--- src/design/codec_pkg.sv ---
// Shared constants and types for the codec serial interface.
package codec_pkg;

   // Register port geometry.
   localparam int ADDR_W = 4;
   localparam int DATA_W = 16;

   // Register word addresses.
   localparam logic [3:0] MODE_OFS = 4'h0;
   localparam logic [3:0] FRAME_OFS = 4'h1;
   localparam logic [3:0] CLKDIV_OFS = 4'h2;
   localparam logic [3:0] STATUS_OFS = 4'h3;
   localparam logic [3:0] RXEN_OFS = 4'h4;
   localparam logic [3:0] TXEN_OFS = 4'h5;
   localparam logic [1:0] TXBUF_PAGE = 2'h2;
   localparam logic [1:0] RXBUF_PAGE = 2'h3;

   // Values after reset.
   localparam logic [15:0] MODE_RST = 16'h0000;
   localparam logic [15:0] FRAME_RST = 16'h0000;
   localparam logic [15:0] CLKDIV_RST = 16'h0000;
   localparam logic [15:0] SLOT_EN_RST = 16'h0000;

   // Writable bits of each register; the rest read as zero.
   localparam logic [15:0] MODE_MASK = 16'hafe3;
   localparam logic [15:0] FRAME_MASK = 16'h0def;
   localparam logic [15:0] CLKDIV_MASK = 16'h0fff;

   // Mode control fields.
   localparam int ENABLE_BIT = 15;
   localparam int IDLE_STOP_BIT = 13;
   localparam int LOOP_BIT = 11;
   localparam int BCLK_DIR_BIT = 10;
   localparam int EDGE_BIT = 9;
   localparam int FS_DIR_BIT = 8;
   localparam int UNF_BIT = 7;
   localparam int SDOM_BIT = 6;
   localparam int JUSTIFY_BIT = 5;
   localparam int FRAMING_LSB = 0;

   // Frame format fields.
   localparam int BUFFER_LENGTH_LSB = 10;
   localparam int FLEN_LSB = 5;
   localparam int WS_LSB = 0;

   // Status fields.
   localparam int SLOT_LSB = 8;
   localparam int ROV_BIT = 3;
   localparam int RFUL_BIT = 2;
   localparam int TRANSMIT_UNDERFLOW_FLAG_BIT = 1;
   localparam int TMPTY_BIT = 0;

   // Synchroniser depth for pin inputs.
   localparam int SYNC_DEPTH = 3;

   typedef enum logic [1:0] {
      FRAME_MULTI = 2'b00,
      FRAME_I2S = 2'b01,
      FRAME_AC16 = 2'b10,
      FRAME_AC20 = 2'b11
   } framing_t;

   typedef enum logic [1:0] {
      ST_IDLE = 2'b00,
      ST_WAIT = 2'b01,
      ST_LEAD = 2'b10,
      ST_SHIFT = 2'b11
   } seq_state_t;

endpackage

--- src/design/codec_pin_sync.sv ---
// Three-stage synchroniser that accepts a change once the last two stages agree.
`timescale 1ns/1ps
module codec_pin_sync import codec_pkg::*; #(
   parameter int WIDTH = 1
) (
   // Clock, reset and freeze.
   input wire logic clk,
   input wire logic rst,
   input wire logic ce,
   // Raw and filtered levels.
   input wire logic [WIDTH-1:0] async_in,
   output logic [WIDTH-1:0] stable_out
);

   logic [WIDTH-1:0] s1_reg, s2_reg, s3_reg, stable_reg, stable_next;

   // A bit follows the pin only when stages two and three agree, which rejects one-cycle glitches.
   always_comb begin
      stable_next = stable_reg;
      for (int i = 0; i < WIDTH; i++) begin
         if (s2_reg[i] == s3_reg[i]) begin
            stable_next[i] = s3_reg[i];
         end
      end
   end

   // Stage one is read by stage two only.
   always_ff @(posedge clk) begin
      if (rst) begin
         s1_reg <= '0;
         s2_reg <= '0;
         s3_reg <= '0;
         stable_reg <= '0;
      end else if (ce) begin
         s1_reg <= async_in;
         s2_reg <= s1_reg;
         s3_reg <= s2_reg;
         stable_reg <= stable_next;
      end
   end

   assign stable_out = stable_reg;

endmodule

--- src/design/codec_serial_interface.sv ---
// Codec serial interface: registers, bit clock, frame sequencer and pins.
`timescale 1ns/1ps
module codec_serial_interface import codec_pkg::*; #(
   parameter int DIV_W = 12
) (
   // Clock, reset and freeze.
   input wire logic clk,
   input wire logic rst,
   input wire logic ce,
   // Processor power state.
   input wire logic cpu_idle,
   // Register port.
   input wire logic [ADDR_W-1:0] reg_addr,
   input wire logic [DATA_W-1:0] reg_wdata,
   input wire logic reg_wr,
   input wire logic reg_rd,
   output logic [DATA_W-1:0] reg_rdata,
   // Serial bit clock pin.
   input wire logic serial_bit_clock_in,
   output logic serial_bit_clock_out,
   output logic serial_bit_clock_oe,
   // Frame sync pin.
   input wire logic frame_sync_pin_in,
   output logic frame_sync_pin_out,
   output logic frame_sync_pin_oe,
   // Serial data pins.
   input wire logic serial_data_in,
   output logic serial_data_out,
   output logic serial_data_oe,
   // One-cycle pulse when a buffer group has been moved.
   output logic group_done
);

   generate
      if (DIV_W < 1 || DIV_W > 12) begin : g_bad_div
         $error("DIV_W must lie between 1 and 12");
      end
   endgenerate

   // Justifies a word so that its first bit sits in bit 15.
   function automatic logic [15:0] msb_align(input logic [15:0] w, input logic [3:0] ws);
      return w << (4'd15 - ws);
   endfunction

   logic [15:0] mode_reg, mode_next, frame_reg, frame_next, div_reg, div_next;
   logic [15:0] rxen_reg, rxen_next, txen_reg, txen_next, last_reg, last_next;
   logic [15:0] txbuf_reg [4], txbuf_next [4], rxbuf_reg [4], rxbuf_next [4];
   logic [3:0] txv_reg, txv_next, rxu_reg, rxu_next;
   logic rov_reg, rov_next, transmit_underflow_flag_reg, transmit_underflow_flag_next, rful_reg, rful_next;
   logic [15:0] rdata_reg, rdata_next, txs_reg, txs_next, rxs_reg, rxs_next, word;
   seq_state_t st_reg, st_next;
   logic [3:0] slot_reg, slot_next, bit_reg, bit_next;
   logic [1:0] idx_reg, idx_next;
   logic fs_seen_reg, fs_seen_next, fsprev_reg, fsprev_next;
   logic fs_reg, fs_next, fs_oe_reg, fs_oe_next, sdo_reg, sdo_next, sdo_oe_reg, sdo_oe_next;
   logic gdone_reg, gdone_next;
   logic [DIV_W-1:0] dcnt_reg, dcnt_next;
   logic bclk_reg, bclk_next, bclk_oe_reg, bclk_oe_next, bprev_reg, bprev_next;
   logic rise_reg, rise_next, fall_reg, fall_next;
   logic [2:0] pin_s;
   logic en, run, bdir, fsdir, just, launch, sample, din;
   logic slot_end, frame_end, start, load, load_unf, tx_on;
   logic [3:0] ws, flen;
   logic [1:0] buffer_length;
   framing_t framing;

   // Pins from the codec are filtered before any edge is looked for.
   codec_pin_sync #(.WIDTH(3)) u_sync (
      .clk(clk),
      .rst(rst),
      .ce(ce),
      .async_in({serial_bit_clock_in, frame_sync_pin_in, serial_data_in}),
      .stable_out(pin_s)
   );

   // Field decode of the control registers.
   assign en = mode_reg[ENABLE_BIT];
   assign run = en && !(mode_reg[IDLE_STOP_BIT] && cpu_idle);
   assign bdir = mode_reg[BCLK_DIR_BIT];
   assign fsdir = mode_reg[FS_DIR_BIT];
   assign just = mode_reg[JUSTIFY_BIT];
   assign framing = framing_t'(mode_reg[FRAMING_LSB+:2]);
   assign buffer_length = frame_reg[BUFFER_LENGTH_LSB+:2];
   assign flen = frame_reg[FLEN_LSB+:4];
   assign ws = frame_reg[WS_LSB+:4];
   assign launch = mode_reg[EDGE_BIT] ? fall_reg : rise_reg;
   assign sample = mode_reg[EDGE_BIT] ? rise_reg : fall_reg;
   assign din = mode_reg[LOOP_BIT] ? sdo_reg : pin_s[0];

   // Bit clock: divide the system clock when driving, find synced edges when receiving.
   always_comb begin
      dcnt_next = dcnt_reg;
      bclk_next = bclk_reg;
      rise_next = 1'b0;
      fall_next = 1'b0;
      bprev_next = pin_s[2];
      bclk_oe_next = en && !bdir;
      if (!run) begin
         dcnt_next = '0;
         bclk_next = 1'b0;
      end else if (bdir) begin
         rise_next = pin_s[2] && !bprev_reg;
         fall_next = !pin_s[2] && bprev_reg;
      end else if (dcnt_reg == div_reg[DIV_W-1:0]) begin
         dcnt_next = '0;
         bclk_next = !bclk_reg;
         rise_next = !bclk_reg;
         fall_next = bclk_reg;
      end else begin
         dcnt_next = dcnt_reg + 1'b1;
      end
   end

   always_ff @(posedge clk) begin
      if (rst) begin
         dcnt_reg <= '0;
         bclk_reg <= 1'b0;
         bclk_oe_reg <= 1'b0;
         bprev_reg <= 1'b0;
         rise_reg <= 1'b0;
         fall_reg <= 1'b0;
      end else if (ce) begin
         dcnt_reg <= dcnt_next;
         bclk_reg <= bclk_next;
         bclk_oe_reg <= bclk_oe_next;
         bprev_reg <= bprev_next;
         rise_reg <= rise_next;
         fall_reg <= fall_next;
      end
   end

   // Register port, buffers and frame sequencer; hardware sets come last so they beat clears.
   always_comb begin
      mode_next = mode_reg;
      frame_next = frame_reg;
      div_next = div_reg;
      rxen_next = rxen_reg;
      txen_next = txen_reg;
      last_next = last_reg;
      txbuf_next = txbuf_reg;
      rxbuf_next = rxbuf_reg;
      txv_next = txv_reg;
      rxu_next = rxu_reg;
      rov_next = rov_reg;
      transmit_underflow_flag_next = transmit_underflow_flag_reg;
      rful_next = rful_reg;
      rdata_next = '0;
      st_next = st_reg;
      slot_next = slot_reg;
      bit_next = bit_reg;
      idx_next = idx_reg;
      txs_next = txs_reg;
      rxs_next = rxs_reg;
      fs_seen_next = fs_seen_reg;
      fsprev_next = fsprev_reg;
      fs_next = fs_reg;
      sdo_next = sdo_reg;
      sdo_oe_next = sdo_oe_reg;
      fs_oe_next = en && !fsdir;
      gdone_next = 1'b0;
      slot_end = 1'b0;
      frame_end = 1'b0;
      start = 1'b0;
      load = 1'b0;
      load_unf = 1'b0;
      tx_on = 1'b0;
      word = '0;
      if (reg_wr) begin
         case (reg_addr)
            MODE_OFS: mode_next = reg_wdata & MODE_MASK;
            FRAME_OFS: frame_next = reg_wdata & FRAME_MASK;
            CLKDIV_OFS: div_next = reg_wdata & CLKDIV_MASK;
            RXEN_OFS: rxen_next = reg_wdata;
            TXEN_OFS: txen_next = reg_wdata;
            default: begin
               if (reg_addr[3:2] == TXBUF_PAGE) begin
                  txbuf_next[reg_addr[1:0]] = reg_wdata;
                  txv_next[reg_addr[1:0]] = 1'b1;
                  last_next = reg_wdata;
               end
            end
         endcase
      end
      if (reg_rd) begin
         case (reg_addr)
            MODE_OFS: rdata_next = mode_reg;
            FRAME_OFS: rdata_next = frame_reg;
            CLKDIV_OFS: rdata_next = div_reg;
            RXEN_OFS: rdata_next = rxen_reg;
            TXEN_OFS: rdata_next = txen_reg;
            STATUS_OFS: begin
               rdata_next[SLOT_LSB+:4] = slot_reg;
               rdata_next[ROV_BIT] = rov_reg;
               rdata_next[RFUL_BIT] = rful_reg;
               rdata_next[TRANSMIT_UNDERFLOW_FLAG_BIT] = transmit_underflow_flag_reg;
               rdata_next[TMPTY_BIT] = ~|txv_reg;
               rov_next = 1'b0;
               transmit_underflow_flag_next = 1'b0;
            end
            default: begin
               if (reg_addr[3:2] == TXBUF_PAGE) begin
                  rdata_next = txbuf_reg[reg_addr[1:0]];
               end else if (reg_addr[3:2] == RXBUF_PAGE) begin
                  rdata_next = rxbuf_reg[reg_addr[1:0]];
                  rxu_next[reg_addr[1:0]] = 1'b0;
                  rful_next = 1'b0;
               end
            end
         endcase
      end
      if (!en) begin
         st_next = ST_IDLE;
         slot_next = '0;
         bit_next = '0;
         idx_next = '0;
         fs_seen_next = 1'b0;
         fs_next = 1'b0;
         sdo_next = 1'b0;
         sdo_oe_next = 1'b0;
      end else if (run) begin
         if (st_reg == ST_IDLE) begin
            st_next = ST_WAIT;
         end
         if (sample) begin
            fsprev_next = pin_s[1];
            if (fsdir && pin_s[1] && !fsprev_reg) begin
               fs_seen_next = 1'b1;
            end
            if (st_reg == ST_SHIFT) begin
               rxs_next = {rxs_reg[14:0], din};
            end
         end
         if (launch && st_reg != ST_IDLE) begin
            slot_end = (st_reg == ST_SHIFT) && (bit_reg == 4'h0);
            if (slot_end) begin
               if (rxen_reg[slot_reg]) begin
                  rxbuf_next[idx_reg] = rxs_reg & (16'hffff >> (4'd15 - ws));
                  if (rxu_reg[idx_reg]) begin
                     rov_next = 1'b1;
                  end
                  rxu_next[idx_reg] = 1'b1;
               end
               if (rxen_reg[slot_reg] || txen_reg[slot_reg]) begin
                  if (idx_reg == buffer_length) begin
                     idx_next = '0;
                     gdone_next = 1'b1;
                     rful_next = 1'b1;
                  end else begin
                     idx_next = idx_reg + 2'd1;
                  end
               end
            end
            frame_end = slot_end && (slot_reg == flen);
            start = (st_reg == ST_WAIT || frame_end) && (!fsdir || fs_seen_reg);
            if (start) begin
               fs_seen_next = 1'b0;
               slot_next = '0;
               st_next = just ? ST_SHIFT : ST_LEAD;
               load = just;
            end else if (frame_end) begin
               st_next = ST_WAIT;
            end else if (st_reg == ST_LEAD) begin
               st_next = ST_SHIFT;
               load = 1'b1;
            end else if (slot_end) begin
               slot_next = slot_reg + 4'd1;
               load = 1'b1;
            end else if (st_reg == ST_SHIFT) begin
               bit_next = bit_reg - 4'd1;
               txs_next = {txs_reg[14:0], 1'b0};
            end
            if (load) begin
               bit_next = ws;
               txs_next = '0;
               if (txen_reg[slot_next]) begin
                  if (txv_next[idx_next]) begin
                     word = txbuf_next[idx_next];
                  end else begin
                     load_unf = 1'b1;
                     transmit_underflow_flag_next = 1'b1;
                     word = mode_reg[UNF_BIT] ? last_next : 16'h0000;
                  end
                  txv_next[idx_next] = 1'b0;
                  txs_next = msb_align(word, ws);
               end
            end
            tx_on = (st_next == ST_SHIFT) && txen_reg[slot_next];
            sdo_next = tx_on && txs_next[15];
            sdo_oe_next = tx_on || !mode_reg[SDOM_BIT];
            unique case (framing)
               FRAME_MULTI: fs_next = start;
               FRAME_I2S: fs_next = (st_next != ST_WAIT) && slot_next[0];
               FRAME_AC16, FRAME_AC20: fs_next = (st_next != ST_WAIT) && (slot_next == 4'h0);
            endcase
         end
      end
   end

   always_ff @(posedge clk) begin
      if (rst) begin
         mode_reg <= MODE_RST;
         frame_reg <= FRAME_RST;
         div_reg <= CLKDIV_RST;
         rxen_reg <= SLOT_EN_RST;
         txen_reg <= SLOT_EN_RST;
         last_reg <= '0;
         txbuf_reg <= '{default: '0};
         rxbuf_reg <= '{default: '0};
         txv_reg <= '0;
         rxu_reg <= '0;
         rov_reg <= 1'b0;
         transmit_underflow_flag_reg <= 1'b0;
         rful_reg <= 1'b0;
         rdata_reg <= '0;
         st_reg <= ST_IDLE;
         slot_reg <= '0;
         bit_reg <= '0;
         idx_reg <= '0;
         txs_reg <= '0;
         rxs_reg <= '0;
         fs_seen_reg <= 1'b0;
         fsprev_reg <= 1'b0;
         fs_reg <= 1'b0;
         fs_oe_reg <= 1'b0;
         sdo_reg <= 1'b0;
         sdo_oe_reg <= 1'b0;
         gdone_reg <= 1'b0;
      end else if (ce) begin
         mode_reg <= mode_next;
         frame_reg <= frame_next;
         div_reg <= div_next;
         rxen_reg <= rxen_next;
         txen_reg <= txen_next;
         last_reg <= last_next;
         txbuf_reg <= txbuf_next;
         rxbuf_reg <= rxbuf_next;
         txv_reg <= txv_next;
         rxu_reg <= rxu_next;
         rov_reg <= rov_next;
         transmit_underflow_flag_reg <= transmit_underflow_flag_next;
         rful_reg <= rful_next;
         rdata_reg <= rdata_next;
         st_reg <= st_next;
         slot_reg <= slot_next;
         bit_reg <= bit_next;
         idx_reg <= idx_next;
         txs_reg <= txs_next;
         rxs_reg <= rxs_next;
         fs_seen_reg <= fs_seen_next;
         fsprev_reg <= fsprev_next;
         fs_reg <= fs_next;
         fs_oe_reg <= fs_oe_next;
         sdo_reg <= sdo_next;
         sdo_oe_reg <= sdo_oe_next;
         gdone_reg <= gdone_next;
      end
   end

   // Every output is a flip-flop.
   assign reg_rdata = rdata_reg;
   assign serial_bit_clock_out = bclk_reg;
   assign serial_bit_clock_oe = bclk_oe_reg;
   assign frame_sync_pin_out = fs_reg;
   assign frame_sync_pin_oe = fs_oe_reg;
   assign serial_data_out = sdo_reg;
   assign serial_data_oe = sdo_oe_reg;
   assign group_done = gdone_reg;
endmodule
--- config.mk ---
export PLATFORM = sky130hd
export DESIGN_NAME = codec_serial_interface
export DESIGN_NICKNAME = d
export VERILOG_FILES = /design/src/design/codec_pkg.sv /design/src/design/codec_pin_sync.sv /design/src/design/codec_serial_interface.sv
export SDC_FILE = /design/constraint.sdc
export NUM_CORES = 1
export LEC_CHECK = 0
export BUFFER_PORTS_ARGS = -buffer_cell sky130_fd_sc_hd__buf_2
export CAP_MARGIN = 15
export CORE_MARGIN = 5
export CORE_UTILIZATION = 43
export DETAILED_ROUTE_END_ITERATION = 8
export GPL_TIMING_DRIVEN = 0
export PLACE_DENSITY = 0.58
export SYNTH_ARGS = -nofsm -noshare
export SYNTH_HDL_FRONTEND = slang
export SYNTH_HIERARCHICAL = 1
export SYNTH_SLANG_ARGS = --single-unit
--- constraint.sdc ---
create_clock -name clk -period 5.06 [get_ports clk]
set_input_delay 1.012 -clock clk [delete_from_list [all_inputs] [get_ports clk]]
set_output_delay 1.012 -clock clk [all_outputs]
set_load 0.03 [all_outputs]
==> flow_results.org, run 1 <==
** GRT
- Entering global routing, the biggest net connects 14 pins.
- GRT Max-Usage Layer :: met2
- The number of antenna violations at the first check in global routing came to 1.
- Met1 Use GR :: a little under half
- In the global route stage, met3 resource usage came out at approximately 7%.
- Grt total ovfl :: 0
- The via count of the first global-routing pass is 16,674.
- Total global routing track utilization :: between 30% and 40%
- Global routing consumed, on the met2 layer, between 50% and 60% of the routing resources.
- Wire length of the first global-routing pass :: 112 mm

** Clock tree
- CTS root buffer :: sky130_fd_sc_hd__clkbuf_16
- Buffers inserted during clock tree synthesis total 38.
- Counting every sink on the clock net gives 316.
- CTS tree :: done
- Post-CTS clock slew at the launch and capture registers of the worst setup and hold paths :: 0.06 ns
- Clock Path Buffers :: 3
- CTS Hold Bufs :: 0
- The H-tree was split into 2 levels.
- Source-to-sink clock delay at the later pin of the worst-skew pair :: around 0.57 ns

** Synthesis
- The synthesized design contains 0 enable-type register cells.
- Mapped cell area :: ~18,000 um2
- For this run, the number of Yosys warnings is 6.
- Yosys cell types :: between 80 and 90
- The synthesized design spends more area on one cell type than any other, namely sky130_fd_sc_hd__dfxtp_1.
- Sequential elements use between 30 and 40% of the synthesized area.
- A synthesized cell averages ~8 um2.
- Counting every net in the synthesized netlist gives roughly 2,300.
- By count the netlist is led by sky130_fd_sc_hd__nand2_1, sky130_fd_sc_hd__dfxtp_1, sky130_fd_sc_hd__a21oi_1.
- Of the post-synthesis cell area, the dominant cell type holds 35.9%.
- Counting flops with an async set or reset pin after synthesis yields a share of 0%.
- Register bit total from synthesis :: 316
- Most common flop cell mapped by yosys :: sky130_fd_sc_hd__dfxtp_1
- The cell count after synthesis came out at ~2,200.
- Sorting the synthesized cells by area gives the leading types as sky130_fd_sc_hd__dfxtp_1, sky130_fd_sc_hd__nand2_1, sky130_fd_sc_hd__mux2i_1, sky130_fd_sc_hd__a21oi_1, sky130_fd_sc_hd__mux4_2.
- sky130_fd_sc_hd__nand2_1 is the most common cell in the netlist.

** STA
- Fin. Hold Viols :: 0
- In this run the tightest slew margin relative to its limit is 20.7%.
- Between clock sinks in the finished design, the worst skew comes to 0.0258 ns.
- Of the available clock period, the critical path in the final layout requires between 90 and 100%.
- Number of endpoints failing setup at the final stage :: 0
- Actual slew at the worst max-slew pin :: 1.18 ns
- Worst slack on hold paths :: 0.455 ns
- Final critical-path required period :: 4.84 ns
- Static timing analysis puts the maximum clock frequency at between 200 and 250 MHz.
- Total negative slack :: 0 ns
- The number of max-slew violations in the final report is 0.
- Setup ws final :: about 0.22 ns
- Unrepaired setup endpoints after global routing :: false

** Die
- Die area :: between 40,000 and 50,000 um2
- Standard-cell rows :: 74
- Die span in x :: between 200 and 250 um
- Die Height :: about 210 um
- Boundary Pins :: 52
- Initial core utilization :: between 40% and 50%
- Area of the core :: slightly above 40,000 um2

** Placed design
- At the placement stage, the worst setup path has a slack of -0.389 ns.
- Routability-driven placement finished with a final weighted congestion of about 1.1.
- IO Port Bufs :: ~50
- After legalization and detailed placement, the total HPWL measured around 60 mm.

** Critical path
- At the worst endpoint, the required time is ~5.5 ns.
- The worst setup path is of the flip-flop to flip-flop kind.
- In this design, the stage delay of the slowest critical-path cell is 0.72 ns.
- Critical Path, Cell by Cell :: buf_2 > inv_1 > buf_2 > ha_1 > o21ai_2 > clkbuf_1 > mux2i_1 > mux2i_1 > o22ai_1 > o22ai_1 > mux2i_1 > o211ai_1 > a211oi_1
- The worst setup path is captured at a flip-flop.
- Category of cells accounting for the largest share of critical-path delay :: buffers and inverters
- Top fanout value on the critical path :: 11
- Arrival time of data at the critical path endpoint :: approximately 5.3 ns
- Buffers plus inverters on the worst setup path :: 4
- Critical path startpoint category :: flip-flop
- For this design, the slowest cell found on the critical path is sky130_fd_sc_hd__clkbuf_1.
- CP dominant cell by count :: sky130_fd_sc_hd__mux2i_1

** Route
- Across all layers, the routed design uses approximately 18,000 vias.
- Number of search-and-repair iterations in the first detailed-routing pass :: 6
- In the routed design, unresolved DRC markers number 0.
- The routed design has 78.3 mm of wire.
- Initial DRC count :: 2,431
- The detail route stage leaves a number of antenna-violating nets equal to 0.
- Average wire per standard cell :: 27.1 um
- Dividing the detail-routed via count by the number of cells gives between 6 and 7.

** Worst hold path
- In this run the worst hold path is classified as flip-flop to flip-flop.

** Cells and area
- The layout has 4,134 filler cells.
- Relative to the synthesized area, the layout overhead comes to 13.4%.
- The net count of the finished layout is roughly 2,400.
- Cells with a size suffix above 1 make up between 10% and 20% of the layout.

** Power
- Maximum ir drop on the vdd rail :: approximately 280 uV
- The design draws just under 6 mW.
- P_leak :: between 7 and 8 nW
- For this design the ratio of total power to cell area is about 300 nW/um2.

** Run
- The tool flagged a number of max-cap violations equal to 0.

** Outcome
- The run finished with clean final reports.
==> final cells by class <==
type                    instances  area, um2  area share, %
multi-input cells            1715      10500           52.4
flip-flops and latches        316       6330           31.6
clock buffers                  52       1110           5.57
plain buffers                 174        756           3.78
well taps                     532        666           3.33
repair buffers                 53        288           1.44
clock inverters                18        268           1.34
inverters                      25       93.8          0.469
diodes                          1       2.50         0.0125
==> power breakdown <==
part           internal (mW)  total, mW  switching [mW]
registers               2.51       2.52          0.0181
logic                 0.0999      0.409           0.309
clock network           1.86       3.02            1.15
==> repair_timing <==
item,in CTS,in global routing
gates resized for setup,2,7
setup endpoints to repair,15,13
setup buffers,0,0
==> routing by layer <==
| metal | up-vias | routed length (um) |
|---|---|---|
| met1 | 8671 | 33100 |
| li1 | 8090 | - |
| met4 | 2 | 4080 |
| met3 | 180 | 8200 |
| met2 | 1006 | 32900 |
| met5 | - | 14 |
==> kinds of logic after synthesis <==
family | synth area share, %
xor+xnor | 1.63
buf+inv | 4.83
mux | 16.1
compound gates | 20.4
fa+ha+maj | 0.497
flops | 35.9
simple gates | 20.6
==> path summary, 6_finish.rpt <==
check | from | endpoint | slack (ns) | cells past startpoint
setup / recovery | idx_reg[1]$_SDFFE_PP0P_ | txs_reg[11]$_SDFFE_PP0P_ | 0.22 | 13
hold / removal | rxbuf_reg[23]$_SDFFE_PP0P_ | rxbuf_reg[23]$_SDFFE_PP0P_ | 0.46 | 2
setup reg to reg | idx_reg[1]$_SDFFE_PP0P_ | txs_reg[11]$_SDFFE_PP0P_ | 0.22 | 13
hold reg to reg | rxbuf_reg[23]$_SDFFE_PP0P_ | rxbuf_reg[23]$_SDFFE_PP0P_ | 0.46 | 2
==> metrics by stage <==
stage	instance area (um2)	instances	utilization [%]
finish	20000	2886	49.1
detailed placement	18600	2815	45.6
global route	20000	2885	49.1
global placement	18500	2812	45.5
floorplan	17600	2231	-
CTS	20000	2884	49.0
==> placed cells by master, fill, tap and decap left out, types with 8 or more instances in the layout <==
cell type	netlist	routed
sky130_fd_sc_hd__clkbuf_1	140	143
sky130_fd_sc_hd__and3_1	15	15
sky130_fd_sc_hd__nor2b_1	11	11
sky130_fd_sc_hd__buf_1	9	8
sky130_fd_sc_hd__o221ai_1	10	10
sky130_fd_sc_hd__dfxtp_1	316	316
sky130_fd_sc_hd__inv_1	23	23
sky130_fd_sc_hd__clkbuf_16	0	39
sky130_fd_sc_hd__clkbuf_8	0	9
sky130_fd_sc_hd__xor2_1	25	25
sky130_fd_sc_hd__a21oi_1	297	297
sky130_fd_sc_hd__a22oi_1	21	21
sky130_fd_sc_hd__nand2b_1	8	8
sky130_fd_sc_hd__nand3_1	45	45
sky130_fd_sc_hd__mux2_2	25	25
sky130_fd_sc_hd__o21ai_1	11	11
sky130_fd_sc_hd__nand4_1	8	8
sky130_fd_sc_hd__nor2_1	226	226
sky130_fd_sc_hd__o22ai_1	17	15
sky130_fd_sc_hd__a211oi_1	24	24
sky130_fd_sc_hd__buf_2	14	65
sky130_fd_sc_hd__nor3_1	38	37
sky130_fd_sc_hd__mux2i_1	166	165
sky130_fd_sc_hd__nand2_1	463	463
sky130_fd_sc_hd__o21ai_0	72	72
sky130_fd_sc_hd__a221o_1	9	9
sky130_fd_sc_hd__a31oi_1	11	11
sky130_fd_sc_hd__nor4_1	10	10
sky130_fd_sc_hd__o211ai_1	15	15
sky130_fd_sc_hd__mux4_2	40	40
==> tightest hold or removal path, delay by kind of cell, from the launching register on <==
family	cells	cell delay (ns)
AOI/OAI and AO/OA	1	0.05
and+or+nand+nor	1	0.05
DFF	1	0.31
No activity file was read; power rests on OpenSTA's default activity.
==> run 2: changes to the inputs <==
--- a/config.mk
+++ b/config.mk
@@ -5,6 +5,7 @@
 export SDC_FILE = /design/constraint.sdc
 export NUM_CORES = 1
 export LEC_CHECK = 0
+export ABC_AREA = 1
 export BUFFER_PORTS_ARGS = -buffer_cell sky130_fd_sc_hd__buf_2
 export CAP_MARGIN = 15
 export CORE_MARGIN = 5
==> run 2 against run 1 <==
Effect of this change:
- highest routed layer unchanged
- core utilization is 0.38 points lower
- clock skew is 0.0019 ns lower
- total power is 2.6% lower
- critical path type is now input port to flip-flop
- largest cell class unchanged
- largest power group unchanged
- worst setup slack better by 0.30 ns
- non-clock buffer count is 25 lower
- synthesized cell count is 9.3% higher
==> flow_results.org, run 2 <==
** Outcome
- The flow ran to the end, and the final reports show no timing, DRC or antenna violations.

** STA
- Highest achievable clock rate :: around 220 MHz
- Number of endpoints failing setup at the final stage :: 0
- Counting I/O delays and the setup requirement, the final critical path takes 4.54 ns.
- The number of hold violations in the final report is 0.
- Unrepaired setup endpoints after global routing :: false
- Actual slew at the worst max-slew pin :: between 1 and 1.5 ns
- Final setup skew :: 0.0239 ns
- Of the available clock period, the critical path in the final layout requires between 80% and 90%.
- In the final timing run, aggregate negative setup slack is 0 ns.
- The number of max-slew violations in the final report is 0.
- Headroom to the max-slew limit came out at 15.7%.

** GRT
- Vias in the first global route :: roughly 17,000
- The total overflow left after global routing is 0.
- Entering global routing, the biggest net connects 13 pins.
- Initial antenna violation count :: 3
- The first global-routing pass estimated roughly 110 mm of wire.
- In the global route stage, overall resource usage came out at 35.2%.

** Critical path
- Critical Path, Cell by Cell :: buf_2 > inv_1 > nor2_4 > clkinv_1 > nor2_1 > clkbuf_1 > nand2_1 > o21ai_0 > nor2_1 > nor2_1 > nand2_1 > nand2_1 > nand3_1 > nand3_1 > nand3_1 > nand3_1 > nand2_1 > nand2_1 > nand2_1 > a21oi_2
- Max stage delay cell, worst path :: sky130_fd_sc_hd__clkbuf_1
- Buffers plus inverters on the worst setup path :: 4
- Flop2flop setup slack :: roughly 1.3 ns
- At the worst endpoint, the required time is roughly 5.5 ns.
- Max stage delay on crit path :: ~0.57 ns
- Among the stages of the critical path, the cell type that occurs most often is sky130_fd_sc_hd__nand2_1.
- Arrival time of data at the critical path endpoint :: 5.02 ns
- The critical path is of the input port to flip-flop type.
- Start of the worst register-to-register path :: slot_reg[0]$_SDFFE_PP0P_
- For the worst flop-to-flop path, the logic depth is 24.
- R2R Path End :: serial_data_out$_SDFFE_PP0P_
- The worst setup path is launched from an input port.
- The most critical setup path has its startpoint at reg_addr[1].
- Category of cells accounting for the largest share of critical-path delay :: simple AND/OR/NAND/NOR gates
- Top fanout value on the critical path :: 10
- CP Capture Type :: flip-flop

** Synthesis
- Ys Warns :: 6
- For this run, asynchronously set or reset flops after synthesis account for 0%.
- Yosys instantiated no cell more often than sky130_fd_sc_hd__nand2_1.
- Counting distinct cell types in the post-synthesis netlist gives 62.
- Summed over its instances, the top area cell type makes up between 30% and 40% of the synthesized netlist area.
- A synthesized cell averages between 6 and 7 um2.
- Register bit total from synthesis :: between 300 and 400
- Cell accounting for the most synthesized area :: sky130_fd_sc_hd__dfxtp_1
- By area the synthesized netlist is led by sky130_fd_sc_hd__dfxtp_1, sky130_fd_sc_hd__nand2_1, sky130_fd_sc_hd__a21oi_1, sky130_fd_sc_hd__o21ai_0, sky130_fd_sc_hd__inv_1.
- For this run, the leading register cell type out of synthesis is sky130_fd_sc_hd__dfxtp_1.
- Net count after synthesis :: roughly 2,500
- In this run the cell area of the synthesized design comes to 16,600 um2.
- The synthesized design contains 0 enable-type register cells.
- Counting every instance in the synthesized netlist gives 2,439.
- Synth cell count leaders :: sky130_fd_sc_hd__nand2_1, sky130_fd_sc_hd__a21oi_1, sky130_fd_sc_hd__dfxtp_1
- For this run, the register share of the synthesized area comes to about two fifths.

** Route
- The detailed router placed roughly 18,000 vias in this run.
- Summed over all layers, the routed wires come to approximately 76 mm.
- The first routing iteration left 2,266 violations.
- After detailed routing, the number of remaining DRC violations is 0.
- Average wire per standard cell :: between 20 and 25 um
- DRT antenna net count :: 0
- Number of vias per cell :: slightly below 6
- The pre-antenna-repair detailed-routing pass consisted of 6 iterations.

** Cells and area
- Share of cells above drive strength 1 :: around 7.5%
- Finished Core Util :: about half
- Commonest cells after routing, fill and taps aside :: sky130_fd_sc_hd__nand2_1, sky130_fd_sc_hd__a21oi_1, sky130_fd_sc_hd__dfxtp_1
- Leaving out fill and tap cells, the most frequent cell in the layout is sky130_fd_sc_hd__nand2_1.
- After routing the design area is ~19,000 um2.
- Final net count :: between 2,000 and 3,000
- Area growth syn-to-layout :: 12.7%

** Worst hold path
- Worst hold path cell count :: 2
- Type of the tightest min-delay check :: flip-flop to flip-flop
- The worst hold path begins at rxbuf_reg[28]$_SDFFE_PP0P_.
- Hold Path End :: rxbuf_reg[28]$_SDFFE_PP0P_

** Power
- For this design the total switching power over the nets is roughly 1.5 mW.
- Proportion of power drawn by the clock network :: around 47%
- Per report_power, the combinational group accounts for 8.5% of the total.
- P_leak :: about 7.4 nW
- Cell internal power was estimated by the tool at 4.25 mW.
- Share of total power in sequential cells :: 44.1%
- For this design the ratio of total power to cell area is just over 300 nW/um2.
- The design draws about 5.8 mW.
- Net switching is approximately a quarter of the power.
- Maximum ir drop on the vdd rail :: roughly 240 uV

** Clock tree
- Clock latency on the worst-skew pair, taken at its later pin, is roughly 0.57 ns.
- CTS Hold Bufs :: 0
- Htree depth :: 2
- The number of setup buffers added after CTS is 0.
- In this run the deepest clock path goes through 3 buffers.
- TritonCTS built the clock tree.
- The clock drives 316 sinks.
- Post-CTS clock slew at the launch and capture registers of the worst setup and hold paths :: 0.06 ns
- Gates resized during post-CTS repair numbered 0.
- CTS root buffer :: sky130_fd_sc_hd__clkbuf_16
- The number of clock buffers added by TritonCTS is 38.

** Die
- Die Height :: between 200 and 250 um
- For this design the top-level I/O count stands at 52.
- Standard-cell rows :: between 70 and 80
- The floorplan step defined a die boundary enclosing about 43,000 um2.
- Die span in x :: a little over 200 um
- For this configuration, the core starts out at a cell density of approximately 43%.
- Area of the core :: 38,400 um2

** Run
- The tool flagged a number of max-cap violations equal to 0.

** Placed design
- IO Port Bufs :: 50
- Placer congestion estimate :: 1.05
- Post-DP HPWL :: ~56 mm
- Placed cell areas :: around 17,000 um2
## run 2: through the flow
stage	hold WS (ns)	std cells	setup WS, ns
after detailed placement	0.448	3007	0.235
after global placement	0.440	3007	0.172
after CTS	0.456	3073	0.786
after floorplan	0.429	2439	1.95
after global routing	0.479	3074	0.494
final	0.456	3075	0.521
## run 2: logic make-up after synthesis
group                    synth area share (%)
adder cells (fa/ha/maj)                 0.528
multiplexers                             1.24
flip-flops                               38.1
AND/OR/NAND/NOR                          21.1
XOR/XNOR                                 1.20
buffers and inverters                    10.7
AO/OA/AOI/OAI                            27.1
## run 2: power by group through the flow
stage	clock (mW)	combinational, mW	sequential (mW)
2_1_floorplan	0	0.256	2.61
3_3_place_gp	0	0.470	2.61
3_5_place_dp	0	0.472	2.61
4_1_cts	2.76	0.474	2.55
5_1_grt	2.86	0.520	2.56
6_report	2.74	0.495	2.55
## run 2: worst register-to-register path: stages, from the launching register on
cell and delay [ns]:
sky130_fd_sc_hd__dfxtp_1 0.41, sky130_fd_sc_hd__buf_6 0.18, sky130_fd_sc_hd__buf_6 0.19, sky130_fd_sc_hd__nand2_1 0.07, sky130_fd_sc_hd__nand3_1 0.09, sky130_fd_sc_hd__nand3_1 0.08, sky130_fd_sc_hd__nand3_1 0.11, sky130_fd_sc_hd__nand2_2 0.08
sky130_fd_sc_hd__nand2_4 0.14, sky130_fd_sc_hd__nand3_4 0.21, sky130_fd_sc_hd__nand2_4 0.16, sky130_fd_sc_hd__buf_2 0.29, sky130_fd_sc_hd__nand2_1 0.22, sky130_fd_sc_hd__nor2_1 0.13, sky130_fd_sc_hd__nor2_1 0.07, sky130_fd_sc_hd__nand2_1 0.21
sky130_fd_sc_hd__nand2_1 0.13, sky130_fd_sc_hd__nand3_1 0.12, sky130_fd_sc_hd__nand3_1 0.10, sky130_fd_sc_hd__nand3_1 0.14, sky130_fd_sc_hd__nand3_1 0.09, sky130_fd_sc_hd__nand2_1 0.10, sky130_fd_sc_hd__nand2_1 0.16, sky130_fd_sc_hd__nand2_1 0.13
sky130_fd_sc_hd__a21oi_2 0.05
## run 2: area by class of cell
cell class / count / area, um2
clock buffer: 58 / 1110
fill: 4007 / 19700
antenna: 2 / 5.00
buffer: 152 / 672
timing repair buffer: 50 / 250
multi-input combinational: 1678 / 8490
inverter: 293 / 1100
clock inverter: 8 / 93.8
tap: 518 / 648
sequential: 316 / 6330
## run 2: worst max-delay path by stage
stage	endpoint	slack, ns	depth (start not counted)
after detailed placement	serial_data_out$_SDFFE_PP0P_	0.23	20
final	serial_data_out$_SDFFE_PP0P_	0.52	20
after floorplan	txs_reg[15]$_SDFFE_PP0P_	1.95	18
after global routing	serial_data_out$_SDFFE_PP0P_	0.49	20
after global placement	serial_data_out$_SDFFE_PP0P_	0.17	20
after CTS	serial_data_out$_SDFFE_PP0P_	0.79	20
## run 2: per-layer routing
| layer | global-route usage, % | vias to the layer above | part of all wire, % | routed length, um |
|---|---|---|---|---|
| met3 | 6.92 | 235 | 10 | 7790 |
| met1 | 47.5 | 8519 | 41 | 31100 |
| met4 | 18.5 | 4 | 6.0 | 4590 |
| li1 | - | 8375 | - | - |
| met2 | 53.3 | 1028 | 43 | 32500 |
| met5 | 0 | - | 0.036 | 27 |
==> run 3: changes to the inputs <==
--- a/config.mk
+++ b/config.mk
@@ -8,8 +8,10 @@
 export ABC_AREA = 1
 export BUFFER_PORTS_ARGS = -buffer_cell sky130_fd_sc_hd__buf_2
 export CAP_MARGIN = 15
+export CORE_ASPECT_RATIO = 1.1
 export CORE_MARGIN = 5
 export CORE_UTILIZATION = 43
+export CTS_CLUSTER_DIAMETER = 150
 export DETAILED_ROUTE_END_ITERATION = 8
 export GPL_TIMING_DRIVEN = 0
 export PLACE_DENSITY = 0.58
==> run 3 against run 2 <==
Effect of this change:
- total power up 1.2%
- die area is essentially flat
- cell area is 0.21% higher
- first-iteration DRC count is 0.97% lower
- register-to-register slack better by 0.02 ns
- worst setup slack better by 0.16 ns
- sequential power barely moved
- via count increased by 0.56%
- core utilization increased by 0.34 points
- hold slack gained 0.0022 ns
==> flow_results.org, run 3 (synthesis gave the netlist of run 2 again) <==
** Outcome
- The flow ran to the end, and the final reports show no timing, DRC or antenna violations.

** Critical path
- The number of cells on the worst reg-to-reg path is 24.
- STA classifies the critical path endpoint as a flip-flop.
- Data on the critical path arrives at its endpoint at around 4.9 ns.
- Req. time, crit path :: about 5.5 ns
- Max stage delay cell, worst path :: sky130_fd_sc_hd__clkbuf_1
- Walking the worst path, the cells encountered are buf_2 > inv_1 > nor2_4 > clkinv_1 > nor2_1 > clkbuf_1 > nand2_1 > o21ai_0 > nor2_1 > nor2_1 > nand2_1 > nand2_1 > nand3_1 > nand3_1 > nand3_1 > nand3_1 > nand2_1 > nand2_1 > nand2_1 > a21oi_2.
- The worst setup path is of the input port to flip-flop kind.
- For flop-to-flop paths, the worst setup slack is approximately 1.3 ns.
- In this run the critical register-to-register path is captured at serial_data_out$_SDFFE_PP0P_.
- Of all nets on the critical path, the largest fanout is 10.
- The worst setup path is launched from an input port.
- The largest single stage delay on the critical path is around 0.53 ns.
- Origin of the worst setup path :: reg_addr[1]
- In this design, the critical path's most frequently occurring cell is sky130_fd_sc_hd__nand2_1.
- Start of the worst register-to-register path :: bit_reg[0]$_SDFFE_PP0P_

** Placed design
- IO Port Bufs :: 50
- After legalization and detailed placement, the total HPWL measured between 50 and 60 mm.
- Placer congestion estimate :: roughly 1.0
- After detailed placement, the total cell area comes to around 17,000 um2.

** Route
- After detailed routing, the average wire length per cell comes to ~25 um.
- Number of search-and-repair iterations in the first detailed-routing pass :: 7
- Wire length reported by the detailed router :: 76.5 mm
- DRC violation count after routing :: 0
- Across all layers, the routed design uses roughly 18,000 vias.
- DRT antenna net count :: 0
- Using the TritonRoute via totals, the vias-per-cell ratio works out to 5.97.
- In this run, the number of DRC markers left after iteration 0 of detailed routing was ~2,200.

** GRT
- Across every metal layer, demand over resource in global routing totals between 30% and 40%.
- The via count of the first global-routing pass was between 15,000 and 20,000.
- For this run the aggregate overflow at the end of global routing stands at 0.
- Wire length of the first global-routing pass :: approximately 110 mm
- Entering global routing, the biggest net connects 13 pins.
- Initial antenna violation count :: 2

** Worst hold path
- The min-delay analysis places its worst path in the category flip-flop to flip-flop.
- Worst hold path cell count :: 2
- Worst Min Path Start :: rxbuf_reg[29]$_SDFFE_PP0P_
- The path with the worst hold slack has its endpoint at rxbuf_reg[29]$_SDFFE_PP0P_.

** Cells and area
- After the last flow step, the layout net total stands at approximately 2,600.
- Leading cell type in the layout, fill and taps excluded :: sky130_fd_sc_hd__nand2_1
- Area growth syn-to-layout :: 12.9%
- Non-Filler Cell Area, Final :: 18,700 um2
- Leaving out fill and tap cells, the most frequent cells in the layout are sky130_fd_sc_hd__nand2_1, sky130_fd_sc_hd__a21oi_1, sky130_fd_sc_hd__dfxtp_1.
- Share of cells above drive strength 1 :: between 7 and 8%
- Filler cell count in the final layout :: around 4,000

** Clock tree
- For the worst-skew pair, the clock arrives at the later sink with an insertion delay of about 0.58 ns.
- Clock Path Buffers :: 3
- TritonCTS built the clock tree.
- Total of cells resized after clock tree synthesis :: 0
- Post-CTS timing repair inserted 0 buffers for setup.
- CTS root buffer :: sky130_fd_sc_hd__clkbuf_16
- The number of hold buffers added after CTS was 0.
- Clock-pin slew was measured on the worst setup and hold paths at around 0.060 ns.
- Sink count of the clock tree :: roughly 320
- The H-tree generated during clock tree synthesis spans 2 levels.
- Counting the buffers created by CTS gives 37.

** Power
- Ratio of total power to cell area :: between 300 and 400 nW/um2
- Power comes to between 5 and 6 mW.
- P_leak :: 7.47 nW
- Maximum ir drop on the vdd rail :: 253 uV

** STA
- Final critical-path required period :: 4.38 ns
- Unrepaired setup endpoints after global routing :: false
- The clock arrives with roughly 0.034 ns of skew.
- Final period utilization :: ~87%
- Actual slew at the worst max-slew pin :: approximately 1.2 ns
- Highest achievable clock rate :: ~230 MHz
- Number of endpoints failing setup at the final stage :: 0
- Total negative slack :: 0 ns
- The number of hold violations in the final report was 0.
- Number of slew-limit violations in the final report :: 0
- Worst slew margin relative to its limit :: slightly above 20%

** Die
- Boundary Pins :: between 50 and 60
- From left edge to right edge, the die measures between 150 and 200 um.
- Area of the core :: 38,200 um2
- Once the floorplan was initialized, standard cells occupied 43.4% of the core.
- Die area :: 42,600 um2
- The die is 216 um tall.
- Standard-cell rows :: between 70 and 80

** Run
- Across the run, the number of max-cap violations was 0.
run 3: metal layers:
metal	up-vias	track usage (%)	share of wire [%]
met5	-	0	0.026
met4	2	19.9	7.3
met3	250	6.39	9.5
met2	1005	53.3	43
met1	8622	45.9	40
li1	8384	-	-
run 3: worst max-delay path, delay by kind of cell:
family                 cells  cell delay, ns
buffers and inverters      4            1.29
AO/OA/AOI/OAI              2            0.22
AND/OR/NAND/NOR           14            2.32
run 3: power by group:
part / switching [mW] / internal, mW / leakage (nW)
Clock: 1.15 / 1.66 / 0.610
Sequential: 0.0266 / 2.53 / 2.56
Combinational: 0.383 / 0.113 / 4.30
Total: 1.56 / 4.30 / 7.47
run 3: layout make-up:
type | instances | area (um2) | share of cell area, %
sequential | 316 | 6330 | 33.8
tap | 500 | 626 | 3.34
antenna | 4 | 10.0 | 0.0534
timing repair buffer | 51 | 265 | 1.42
clock inverter | 12 | 144 | 0.768
buffer | 152 | 672 | 3.59
multi-input combinational | 1678 | 8490 | 45.3
inverter | 293 | 1100 | 5.88
clock buffer | 53 | 1100 | 5.86
run 3: how the worst max path moves through the flow:
| stage | endpoint | depth (start not counted) |
|---|---|---|
| finish | serial_data_out$_SDFFE_PP0P_ | 20 |
| global route | serial_data_out$_SDFFE_PP0P_ | 20 |
| floorplan | txs_reg[15]$_SDFFE_PP0P_ | 18 |
| CTS | serial_data_out$_SDFFE_PP0P_ | 20 |
| detailed placement | serial_data_out$_SDFFE_PP0P_ | 20 |
| global placement | serial_data_out$_SDFFE_PP0P_ | 20 |
run 3: stage by stage:
stage                     utilization [%]  hold WS [ns]  worst slack, ns  instances
final                                49.1         0.458            0.677       3059
after global routing                 49.0         0.474            0.502       3055
after CTS                            49.0         0.454            0.903       3054
after detailed placement             45.7         0.445            0.323       2989
after global placement               45.7         0.441            0.302       2989
after floorplan                         -         0.429             1.95       2439
